--- config.mk ---
export PLATFORM = sky130hd
export DESIGN_NAME = xdl_core
export DESIGN_NICKNAME = d
export VERILOG_FILES = /design/src/shared/xdl_pkg.sv /design/src/rtl/xdl_core.sv
export SDC_FILE = /design/constraint.sdc
export NUM_CORES = 1
export LEC_CHECK = 0
export BUFFER_PORTS_ARGS = -buffer_cell sky130_fd_sc_hd__buf_2
export CAP_MARGIN = 25
export CORE_ASPECT_RATIO = 1.75
export CORE_MARGIN = 5
export CORE_UTILIZATION = 53
export DETAILED_ROUTE_END_ITERATION = 7
export GPL_ROUTABILITY_DRIVEN = 0
export PLACE_DENSITY = 0.84
export SLEW_MARGIN = 20
export SYNTH_ARGS = -nofsm -noshare
export SYNTH_HDL_FRONTEND = slang
export SYNTH_SLANG_ARGS = --single-unit
--- constraint.sdc ---
create_clock -name clk_sys -period 2.3 [get_ports clk_sys]
set_clock_uncertainty 0.1 [all_clocks]
set_input_delay 0.46 -clock clk_sys [delete_from_list [all_inputs] [get_ports clk_sys]]
set_output_delay 0.46 -clock clk_sys [all_outputs]
set_load 0.01 [all_outputs]
--- src/shared/xdl_pkg.sv ---
// constants for the xor and port-direction load decoder
//------------------------------------------------------------
// Overview of operation
//------------------------------------------------------------
package xdl_pkg;
    localparam int OPC_W = 12;
    localparam int DATA_W = 8;
    localparam int FADDR_W = 5;
    localparam int DIR_SEL_LO = 3'h6;
    localparam int DIR_SEL_HI = 3'h7;
    localparam logic [8:0] DIR_UPPER = 9'h000;
    localparam logic [3:0] XLIT_TOP = 4'hf;
    localparam logic [5:0] XFILE_TOP = 6'h06;
    localparam int DEST_BIT = 5;
    localparam logic [7:0] ACC_RESET = 8'h00;
    localparam logic [7:0] DIR_RESET = 8'hff;
    typedef enum {OP_NONE, OP_DIR, OP_XLIT, OP_XFILE} xdl_op_type;
endpackage

--- src/rtl/xdl_core.sv ---
// decode and execute of the direction load and the two xor instructions
`timescale 1ns/1ps
module xdl_core (
    // clock and reset
    input wire logic clk_sys,
    input wire logic reset,
    // instruction
    input wire logic instrValid,
    input wire logic [xdl_pkg::OPC_W-1:0] opcode,
    // file register port; read is combinational from the core's file
    output logic [xdl_pkg::FADDR_W-1:0] fileAddr,
    input wire logic [xdl_pkg::DATA_W-1:0] fileRdData,
    output logic fileWrEn,
    output logic [xdl_pkg::DATA_W-1:0] fileWrData,
    // zero flag
    output logic zeroWrEn,
    output logic zeroVal,
    // architectural state
    output logic [xdl_pkg::DATA_W-1:0] accumulator,
    output logic [xdl_pkg::DATA_W-1:0] portDirB,
    output logic [xdl_pkg::DATA_W-1:0] portDirC
);
    import xdl_pkg::*;

    //------------------------------------------------------------
    // decode
    //------------------------------------------------------------
    function automatic xdl_op_type decodeOp(input logic [OPC_W-1:0] op);
        // the three encodings never overlap; the order only fixes which test runs first
        if (op[11:3] == DIR_UPPER && (op[2:0] == DIR_SEL_LO[2:0] || op[2:0] == DIR_SEL_HI[2:0]))
            return OP_DIR;
        if (op[11:8] == XLIT_TOP)
            return OP_XLIT;
        if (op[11:6] == XFILE_TOP)
            return OP_XFILE;
        return OP_NONE;
    endfunction

    // one zero test serves both xor paths, so the flag cannot drift between them
    function automatic logic isZero(input logic [DATA_W-1:0] value);
        return value == '0;
    endfunction

    xdl_op_type curOp;
    logic [DATA_W-1:0] result;
    logic destFile;
    logic [DATA_W-1:0] acc_ff, nxt_acc;
    logic [DATA_W-1:0] dirB_ff, nxt_dirB, dirC_ff, nxt_dirC;
    logic fwe_ff, nxt_fwe, zwe_ff, nxt_zwe, zv_ff, nxt_zv;
    logic [DATA_W-1:0] fwd_ff, nxt_fwd;
    logic [FADDR_W-1:0] fa_ff, nxt_fa;

    // instrValid low masks the decode, so a held opcode does nothing
    assign curOp = instrValid ? decodeOp(opcode) : OP_NONE;
    assign destFile = opcode[DEST_BIT];
    // the file answers in the same cycle, so its address cannot wait for a register
    assign fileAddr = opcode[FADDR_W-1:0];

    //------------------------------------------------------------
    // execute: everything retires at the edge ending the cycle
    //------------------------------------------------------------
    always_comb begin
        nxt_acc = acc_ff;
        nxt_dirB = dirB_ff;
        nxt_dirC = dirC_ff;
        nxt_fwe = 1'b0;
        nxt_fwd = fwd_ff;
        nxt_fa = fa_ff;
        nxt_zwe = 1'b0;
        nxt_zv = zv_ff;
        result = '0;
        case (curOp)
            OP_DIR: begin
                // no flag update on this path
                if (opcode[0]) nxt_dirC = acc_ff;
                else nxt_dirB = acc_ff;
            end
            OP_XLIT: begin
                result = acc_ff ^ opcode[7:0];
                nxt_acc = result;
                nxt_zwe = 1'b1;
                nxt_zv = isZero(result);
            end
            OP_XFILE: begin
                // the file data arrives combinationally in this same cycle
                result = acc_ff ^ fileRdData;
                nxt_zwe = 1'b1;
                nxt_zv = isZero(result);
                if (destFile) begin
                    nxt_fwe = 1'b1;
                    nxt_fwd = result;
                    // keep the address, as the opcode moves on before the write lands
                    nxt_fa = opcode[FADDR_W-1:0];
                end else begin
                    nxt_acc = result;
                end
            end
            default: begin
                result = '0;
            end
        endcase
    end

    always_ff @(posedge clk_sys or posedge reset) begin
        if (reset) begin
            acc_ff <= ACC_RESET;
            // direction registers come up all ones, so every pin starts as an input
            dirB_ff <= DIR_RESET;
            dirC_ff <= DIR_RESET;
            fwe_ff <= 1'b0;
            fwd_ff <= '0;
            fa_ff <= '0;
            zwe_ff <= 1'b0;
            zv_ff <= 1'b0;
        end else begin
            acc_ff <= nxt_acc;
            dirB_ff <= nxt_dirB;
            dirC_ff <= nxt_dirC;
            fwe_ff <= nxt_fwe;
            fwd_ff <= nxt_fwd;
            fa_ff <= nxt_fa;
            zwe_ff <= nxt_zwe;
            zv_ff <= nxt_zv;
        end
    end

    // file write and zero update are registered, one cycle after the opcode;
    // the core's file must hand a pending write to a read of the same register
    // in that cycle, since a following instruction would otherwise see stale data
    assign accumulator = acc_ff;
    assign portDirB = dirB_ff;
    assign portDirC = dirC_ff;
    assign fileWrEn = fwe_ff;
    assign fileWrData = fwd_ff;
    assign zeroWrEn = zwe_ff;
    assign zeroVal = zv_ff;

    //------------------------------------------------------------
    // checks
    //------------------------------------------------------------
    logic [FADDR_W-1:0] fileWrAddr;
    logic opDir, opLit, opFile, opFileDest;
    assign fileWrAddr = fa_ff;
    // one-bit views of the decoded operation, so the checks look back at plain signals
    assign opDir = curOp == OP_DIR;
    assign opLit = curOp == OP_XLIT;
    assign opFile = curOp == OP_XFILE;
    assign opFileDest = opFile && destFile;

    // checks are off during reset, and reset is held for at least one edge
    // the result checks look one edge past the opcode, where the registered results stand; the decode checks look at the same cycle
    a_dir_load: assert property (@(posedge clk_sys) disable iff (reset)
        opDir |=> ($past(opcode[0]) ? portDirC : portDirB) == $past(accumulator)
        && !zeroWrEn) else $error("direction load wrong");
    a_dir_other: assert property (@(posedge clk_sys) disable iff (reset)
        opDir |=> ($past(opcode[0]) ? $stable(portDirB) : $stable(portDirC))
        && $stable(accumulator) && !fileWrEn) else $error("direction load side effect");
    a_dir_refused: assert property (@(posedge clk_sys) disable iff (reset)
        instrValid && opcode[11:3] == DIR_UPPER && opcode[2:1] != 2'b11
        |=> $stable(portDirB) && $stable(portDirC) && $stable(accumulator))
        else $error("refused direction load changed state");
    // the source checks run backwards: any change must trace to its instruction
    a_dir_source: assert property (@(posedge clk_sys) disable iff (reset)
        (portDirB != $past(portDirB) || portDirC != $past(portDirC)) |-> $past(opDir))
        else $error("direction register changed without load");
    a_xlit_result: assert property (@(posedge clk_sys) disable iff (reset)
        opLit |=> accumulator == ($past(accumulator) ^ $past(opcode[7:0])))
        else $error("literal xor result wrong");
    a_xlit_flag: assert property (@(posedge clk_sys) disable iff (reset)
        opLit |=> zeroWrEn && !fileWrEn && zeroVal == (accumulator == 8'h00))
        else $error("literal xor flag wrong");
    a_xlit_dirs: assert property (@(posedge clk_sys) disable iff (reset)
        opLit |=> $stable(portDirB) && $stable(portDirC))
        else $error("literal xor touched a direction register");
    a_xlit_decode: assert property (@(posedge clk_sys) disable iff (reset)
        instrValid && opcode[11:8] == XLIT_TOP |-> opLit)
        else $error("literal xor not decoded");
    a_xfile_w: assert property (@(posedge clk_sys) disable iff (reset)
        opFile && !destFile |=> !fileWrEn
        && accumulator == ($past(accumulator) ^ $past(fileRdData)))
        else $error("file xor to acc wrong");
    a_xfile_f: assert property (@(posedge clk_sys) disable iff (reset)
        opFileDest |=> fileWrEn && $stable(accumulator)
        && fileWrData == ($past(accumulator) ^ $past(fileRdData)))
        else $error("file xor to file wrong");
    a_xfile_addr: assert property (@(posedge clk_sys) disable iff (reset)
        opFileDest |=> fileWrAddr == $past(opcode[4:0]))
        else $error("file write address wrong");
    a_xfile_decode: assert property (@(posedge clk_sys) disable iff (reset)
        instrValid && opcode[11:6] == XFILE_TOP |-> opFile)
        else $error("file xor not decoded");
    a_xfile_zero: assert property (@(posedge clk_sys) disable iff (reset)
        opFile |=> zeroWrEn
        && zeroVal == (($past(accumulator) ^ $past(fileRdData)) == 8'h00))
        else $error("file xor zero flag wrong");
    a_xfile_dirs: assert property (@(posedge clk_sys) disable iff (reset)
        opFile |=> $stable(portDirB) && $stable(portDirC))
        else $error("file xor touched a direction register");
    a_write_source: assert property (@(posedge clk_sys) disable iff (reset)
        fileWrEn |-> $past(opFileDest))
        else $error("file written without file xor");
    a_acc_source: assert property (@(posedge clk_sys) disable iff (reset)
        accumulator != $past(accumulator) |-> $past(opLit) || ($past(opFile) && !$past(destFile)))
        else $error("accumulator changed without xor to it");
    a_zero_only: assert property (@(posedge clk_sys) disable iff (reset)
        zeroWrEn |-> $past(opLit) || $past(opFile))
        else $error("zero flag touched by other op");
    a_idle_hold: assert property (@(posedge clk_sys) disable iff (reset)
        curOp == OP_NONE |=> $stable(accumulator) && !fileWrEn && !zeroWrEn)
        else $error("state changed without op");

    //------------------------------------------------------------
    // coverage of the main scenarios
    //------------------------------------------------------------
    c_dir: cover property (@(posedge clk_sys) disable iff (reset) curOp == OP_DIR);
    c_xlit_zero: cover property (@(posedge clk_sys) disable iff (reset)
        curOp == OP_XLIT ##1 zeroVal);
    c_xfile_f: cover property (@(posedge clk_sys) disable iff (reset)
        curOp == OP_XFILE && destFile);
    c_xfile_w: cover property (@(posedge clk_sys) disable iff (reset)
        curOp == OP_XFILE && !destFile);
    c_dir_hi: cover property (@(posedge clk_sys) disable iff (reset)
        opDir && opcode[0]);
endmodule

==> results.md, run 1 <==
* Register clock-pin slew on the reported worst setup and hold paths at 60 ps
* FILL cells at 257
* Logic pwr share at 0.255
* Antenna diode count at 0
* Synth area leader: dfrtp_1
* # rows at 27
* Max Freq at 510 MHz
* Multi-input gate area at 798 sq um
* Die Height at 86.4 microns
* I/O pin count at 63
* WP data required at 2370 ps
* Post-route cell area at 2210 sq um
* Die ar. at 4630 sq um
* Arr. time, crit path at 2030 ps
* Post-CTS Setup Bufs at 0
* Internal cell power at 1190 uW
* Post-Route WL at 4600 microns
* Final ANT Viol Nets at 0
* Clock share of power at 0.263
* Port-buffer cells at 62
* CTS tree: built
* Pin count of the biggest net entering global routing at 36
* Worst R2R Start: accumulator[2]
* Drt initial violations at 61
* YS warnings at 0
* Grt ovf at 0
* Sw Ratio at 0.344
* Synth top area share at 0.269
* Nets at 229
* Yosys reg bits at 35
* Latest clock arrival within the worst-skew pair at 280 ps
* Post-cts resize count at 0
* Share of layout cells above drive strength 1 at 0.570
* RSZ-0062 raised after global routing: no
* Post-DP HPWL at 3520 microns
* Kind of critical path: input port to register
* Cell Area, Placed at 2110 sq um
* Leak at 0.00114 uW
* # DRC at 0
* Flop2flop setup slack at 870 ps
* Clock sinks at 35
* Period minus WS final at 1960 ps
* Via count at 1,451
* Worst R2R End: zeroVal
* Post-Synthesis Net Count at 163
* Sequential Power Share at 0.482
* Syn Inst Count at 140
* Routed len/inst at 18.4 microns
* Hold Path Class: input port to asynchronous set/reset pin
* Synth-to-layout area growth at 25.2%
* Mean number of vias per cell at 5.80
* Slew Limit Headroom at 0.531
* Mapped Area at 1770 sq um
* TritonCTS Buffers at 5
* Hold_buf cts at 0
* Avg Inst Size Synth at 12.6 sq um
* Final hold slack at 157 ps
* Vias in the first global route at 1,542
* Startpoint types: input port
* Core Footprint at 3180 sq um
* Final Hold Violating Endpoints at 0
* Initial Util at 0.556
* Die Wd at 53.6 microns
* Sequential share of the synthesized area at 0.507
* Max IR drop VDD at 462 uV
* Psw at 623 uW
* Total Routing Usage GR at 0.220
* Max cap viols at 0
* Max Root-Sink Buffers at 2
* Library cells used by synthesis at 31
* Pre-antenna DRT Iters at 4
* Root Buffer: clkbuf_8
* Final-report max-slew violation count at 0
* Setup crit end kind: register
* Status: completed
* Final setup fails at 0
* H-tree levels at 2
* Pwr/cell area at 819 nW/um^2
* Crit-path max FO at 7
* Final period util at 0.853
* Setup TNS at 0 ps
* Initial antenna violation count at 0
* First-pass GRT wire length at 7400 microns
* Transition time of the tightest slew-check pin at 704 ps
* Storage cell area at 896 sq um
* Reg2reg path depth at 4
* Top cells by area, synth: dfrtp_1 (27%), dfstp_2 (24%), mux2_2 (15%)
==> how the worst max path moves through the flow <==
stage | startpoint | to | slack [ps] | cells after the start
final | opcode[6] | accumulator[4] | 340 | 6
after global placement | opcode[6] | accumulator[3] | 170 | 6
after floorplan | opcode[6] | fileWrData[0] | 340 | 5
after detailed placement | opcode[6] | accumulator[4] | 70 | 6
after global routing | opcode[6] | accumulator[1] | 270 | 6
after CTS | opcode[6] | accumulator[4] | 360 | 6
==> placed cells by master, fill, tap and decap left out, drive strengths merged, types with 2 or more instances in the layout <==
cell type  count
inv            4
dfrtp         19
o31ai          5
nor2           2
nor3           3
nand3          4
nor4           5
xor2          23
buf           67
a21oi          6
dfstp         16
nand4          7
clkbuf         8
nand2          2
mux2          24
==> metrics by stage <==
| step | total power, uW | instances | utilization | setup WS [ps] |
|---|---|---|---|---|
| 4_1_cts | 1820 | 250 | 0.696 | 363 |
| 3_5_place_dp | 1340 | 242 | 0.665 | 73.8 |
| 6_report | 1810 | 250 | 0.696 | 339 |
| 5_1_grt | 1910 | 250 | 0.696 | 269 |
| 2_1_floorplan | 1110 | 140 | - | 339 |
| 3_3_place_gp | 1310 | 242 | 0.665 | 172 |
==> flip-flops by register name, indices dropped and copies added, names as in the netlist <==
| name | flops |
|---|---|
| accumulator | 8 |
| fileWrData | 8 |
| fileWrEn | 1 |
| portDirB | 8 |
| portDirC | 8 |
| zeroVal | 1 |
| zeroWrEn | 1 |
==> routing by layer <==
metal  wire length, microns  track usage
met1                   1620        0.237
met2                   2480        0.371
met3                    339       0.0602
met4                    159        0.123
met5                      0            0
==> area by class of cell <==
type                       instances  area share
clock buffer                       8      0.0453
tap                               43      0.0243
inverter                           4     0.00679
multi-input combinational         93       0.361
sequential                        35       0.405
timing repair buffer              67       0.157
==> power groups by stage <==
stage          Clock, uW  Sequential, uW  Combinational (uW)
6_report             476             873                 461
5_1_grt              513             895                 498
4_1_cts              486             873                 463
3_5_place_dp           0             885                 456
3_3_place_gp           0             873                 441
2_1_floorplan          0             891                 221
==> kinds of logic after synthesis <==
logic type      synth area share
compound gates            0.0574
xor+xnor                   0.119
buf+inv                   0.0404
flops                      0.507
mux                        0.153
simple gates               0.123
==> Yosys cell counts <==
library cell,instances
a32oi_1,1
dfrtp_1,19
xor2_1,23
nor2_2,1
nor3_1,2
o31ai_1,5
clkbuf_1,1
nor4_1,4
a41oi_1,1
a22oi_1,1
nand2b_1,1
nand2_1,1
nand2_4,1
mux2_2,24
nor4bb_1,1
inv_1,4
and4b_1,1
buf_4,7
and2_1,1
or4_1,1
nand3_1,4
and3_1,1
dfstp_2,16
nor4b_1,1
nor2_1,1
nor4_4,1
xnor2_1,1
nor3_4,1
nand4_1,7
o2bb2ai_1,1
a21oi_1,6
==> worst max-delay path, stage by stage <==
cell and delay (ps):
buf_2 140, or4_1 630, buf_4 220, o31ai_1 280, a21oi_1 130, xor2_1 170
Note: power is estimated with default switching activity, not from simulation.
==> run 2: changes to the inputs <==
--- a/config.mk
+++ b/config.mk
@@ -6,12 +6,12 @@
 export NUM_CORES = 1
 export LEC_CHECK = 0
-export BUFFER_PORTS_ARGS = -buffer_cell sky130_fd_sc_hd__buf_2
 export CAP_MARGIN = 25
 export CORE_ASPECT_RATIO = 1.75
 export CORE_MARGIN = 5
-export CORE_UTILIZATION = 53
+export CORE_UTILIZATION = 63
 export DETAILED_ROUTE_END_ITERATION = 7
+export DONT_BUFFER_PORTS = 1
 export GPL_ROUTABILITY_DRIVEN = 0
-export PLACE_DENSITY = 0.84
+export PLACE_DENSITY = 0.79
 export SLEW_MARGIN = 20
 export SYNTH_ARGS = -nofsm -noshare
==> constraint.sdc (replaced) <==
create_clock -name clk_sys -period 2.3 [get_ports clk_sys]
set_clock_uncertainty 0.1 [all_clocks]
set_input_delay 0.115 -clock clk_sys [delete_from_list [all_inputs] [get_ports clk_sys]]
set_output_delay 0.115 -clock clk_sys [all_outputs]
set_load 0.01 [all_outputs]
==> results.md, run 2 (synthesis gave the netlist of run 1 again) <==
* Latest clock arrival within the worst-skew pair at 290 ps
* Max Root-Sink Buffers at 2
* Post-Place Cells at 161
* Total power draw at 1620 uW
* First-pass GRT wire length at 6420 microns
* Max incr delay on CP at 570 ps
* I/O pin count at 63
* Root Buffer: clkbuf_8
* Pwr/cell area at 856 nW/um^2
* Leading cell types in the layout, fill and taps excluded: mux2_2 (24), xor2_1 (23), dfrtp_1 (19)
* Port-buffer cells at 0
* Post-cts resize count at 0
* Die ar. at 4000 sq um
* Critical path cell sequence: dlygate4sd3_1, nand3_1, dlygate4sd3_1, o2bb2ai_1, a32oi_1, xnor2_1
* Pre-antenna DRT Iters at 4
* Post-CTS Setup Bufs at 0
* # rows at 25
* Startpoint types: input port
* Final-report max-slew violation count at 0
* Grt ovf at 0
* Core Footprint at 2690 sq um
* Total Routing Usage GR at 0.214
* Slowest CP cell: dlygate4sd3_1
* Met2 usage at 0.372
* Hold Path Class: input port to register
* # DRC at 0
* CP dominant cell by count: dlygate4sd3_1
* TritonCTS Buffers at 5
* Initial antenna violation count at 0
* Hold_buf cts at 5
* Buffers plus inverters on the worst setup path at 2
* RSZ-0062 raised after global routing: no
* Final period util at 0.795
* Max IR drop VDD at 597 uV
* Kind of critical path: input port to register
* Setup TNS at 0 ps
* Transition time of the tightest slew-check pin at 580 ps
* Status: completed
* Share of layout cells above drive strength 1 at 0.354
* GRT met3 Usage at 0.105
* CTS tree: built
* Busiest grt layer: met2
* Nets at 169
* Arr. time, crit path at 1900 ps
* Final Hold Violating Endpoints at 0
* Post-DP HPWL at 3050 microns
* Drt initial violations at 30
* Clock sinks at 35
* Post-Route WL at 3910 microns
* Commonest non-fill, non-tap cell in the layout: mux2_2
* Vias in the first global route at 1,281
* Pin count of the biggest net entering global routing at 24
* Max Freq at 547 MHz
* Period minus WS final at 1830 ps
* Setup crit end kind: register
* Final Non-Filler Cells at 174
* Final setup fails at 0
* Antenna diode count at 0
* Die Wd at 50.0 microns
* Max cap viols at 0
* Routed len/inst at 22.4 microns
* H-tree levels at 2
* Via count at 1,184
* Top Family by Delay on Critical Path: buffers and inverters
* Crit-path max FO at 5
* Leak at 0.000843 uW
* M1 GR Usage at 0.194
* Initial Util at 0.656
* WP data required at 2370 ps
* Final ANT Viol Nets at 0
* Slew Limit Headroom at 0.613
* FILL cells at 202
* Register clock-pin slew on the reported worst setup and hold paths at 70 ps
* Synth-to-layout area growth at 7.02%
* Mean number of vias per cell at 6.80
* Die Height at 80.0 microns
## run 2: cell count changes in the layout (fill, tap and decap cells not counted), sizes merged
cell / before / now
clkbuf: 8 / 7
dlygate4sd3: 0 / 5
buf: 67 / 2
clkinv: 0 / 1
## run 2: routing by layer
layer | vias up | wire length (microns)
li1 | 519 | -
met1 | 590 | 1150
met2 | 57 | 2170
met3 | 18 | 389
met4 | 0 | 191
met5 | - | 0
## run 2: worst register-to-register path, delay by kind of cell (launching register included)
family / cells / cell delay, ps
AND/OR/NAND/NOR: 3 / 660
flip-flops: 1 / 500
XOR/XNOR: 1 / 210
## run 2: layout make-up
class / count / area, sq um / share of cell area
flip-flops and latches: 35 / 896 / 0.474
inverters: 4 / 15.0 / 0.00795
clock inverters: 1 / 5.00 / 0.00265
well taps: 27 / 33.8 / 0.0179
repair buffers: 7 / 65.1 / 0.0344
multi-input cells: 93 / 798 / 0.423
clock buffers: 7 / 76.3 / 0.0404
## run 2: final timing paths
| check | from | endpoint | slack [ps] | cells past startpoint |
|---|---|---|---|---|
| worst max-delay path | instrValid | accumulator[5] | 470 | 6 |
| worst min-delay path | fileRdData[0] | accumulator[0] | 20 | 3 |
| worst max register to register | accumulator[1] | zeroVal | 770 | 4 |
| worst min register to register | zeroVal | zeroVal | 460 | 2 |
| max in group asynchronous | reset | portDirB[6] | 1230 | 3 |
| min in group asynchronous | reset | portDirB[1] | 480 | 2 |
## run 2: through the flow
step	utilization	hold WS, ps	area (sq um)	setup WS [ps]
after floorplan	-	157	1770	684
after global placement	0.653	130	1760	568
after detailed placement	0.653	130	1760	485
after CTS	0.702	7.74	1890	563
after global routing	0.702	5.16	1890	468
final	0.702	20.3	1890	471
## run 2: power breakdown
group / internal, uW / switching [uW]
clock network: 212 / 202
registers: 708 / 220
logic: 135 / 141
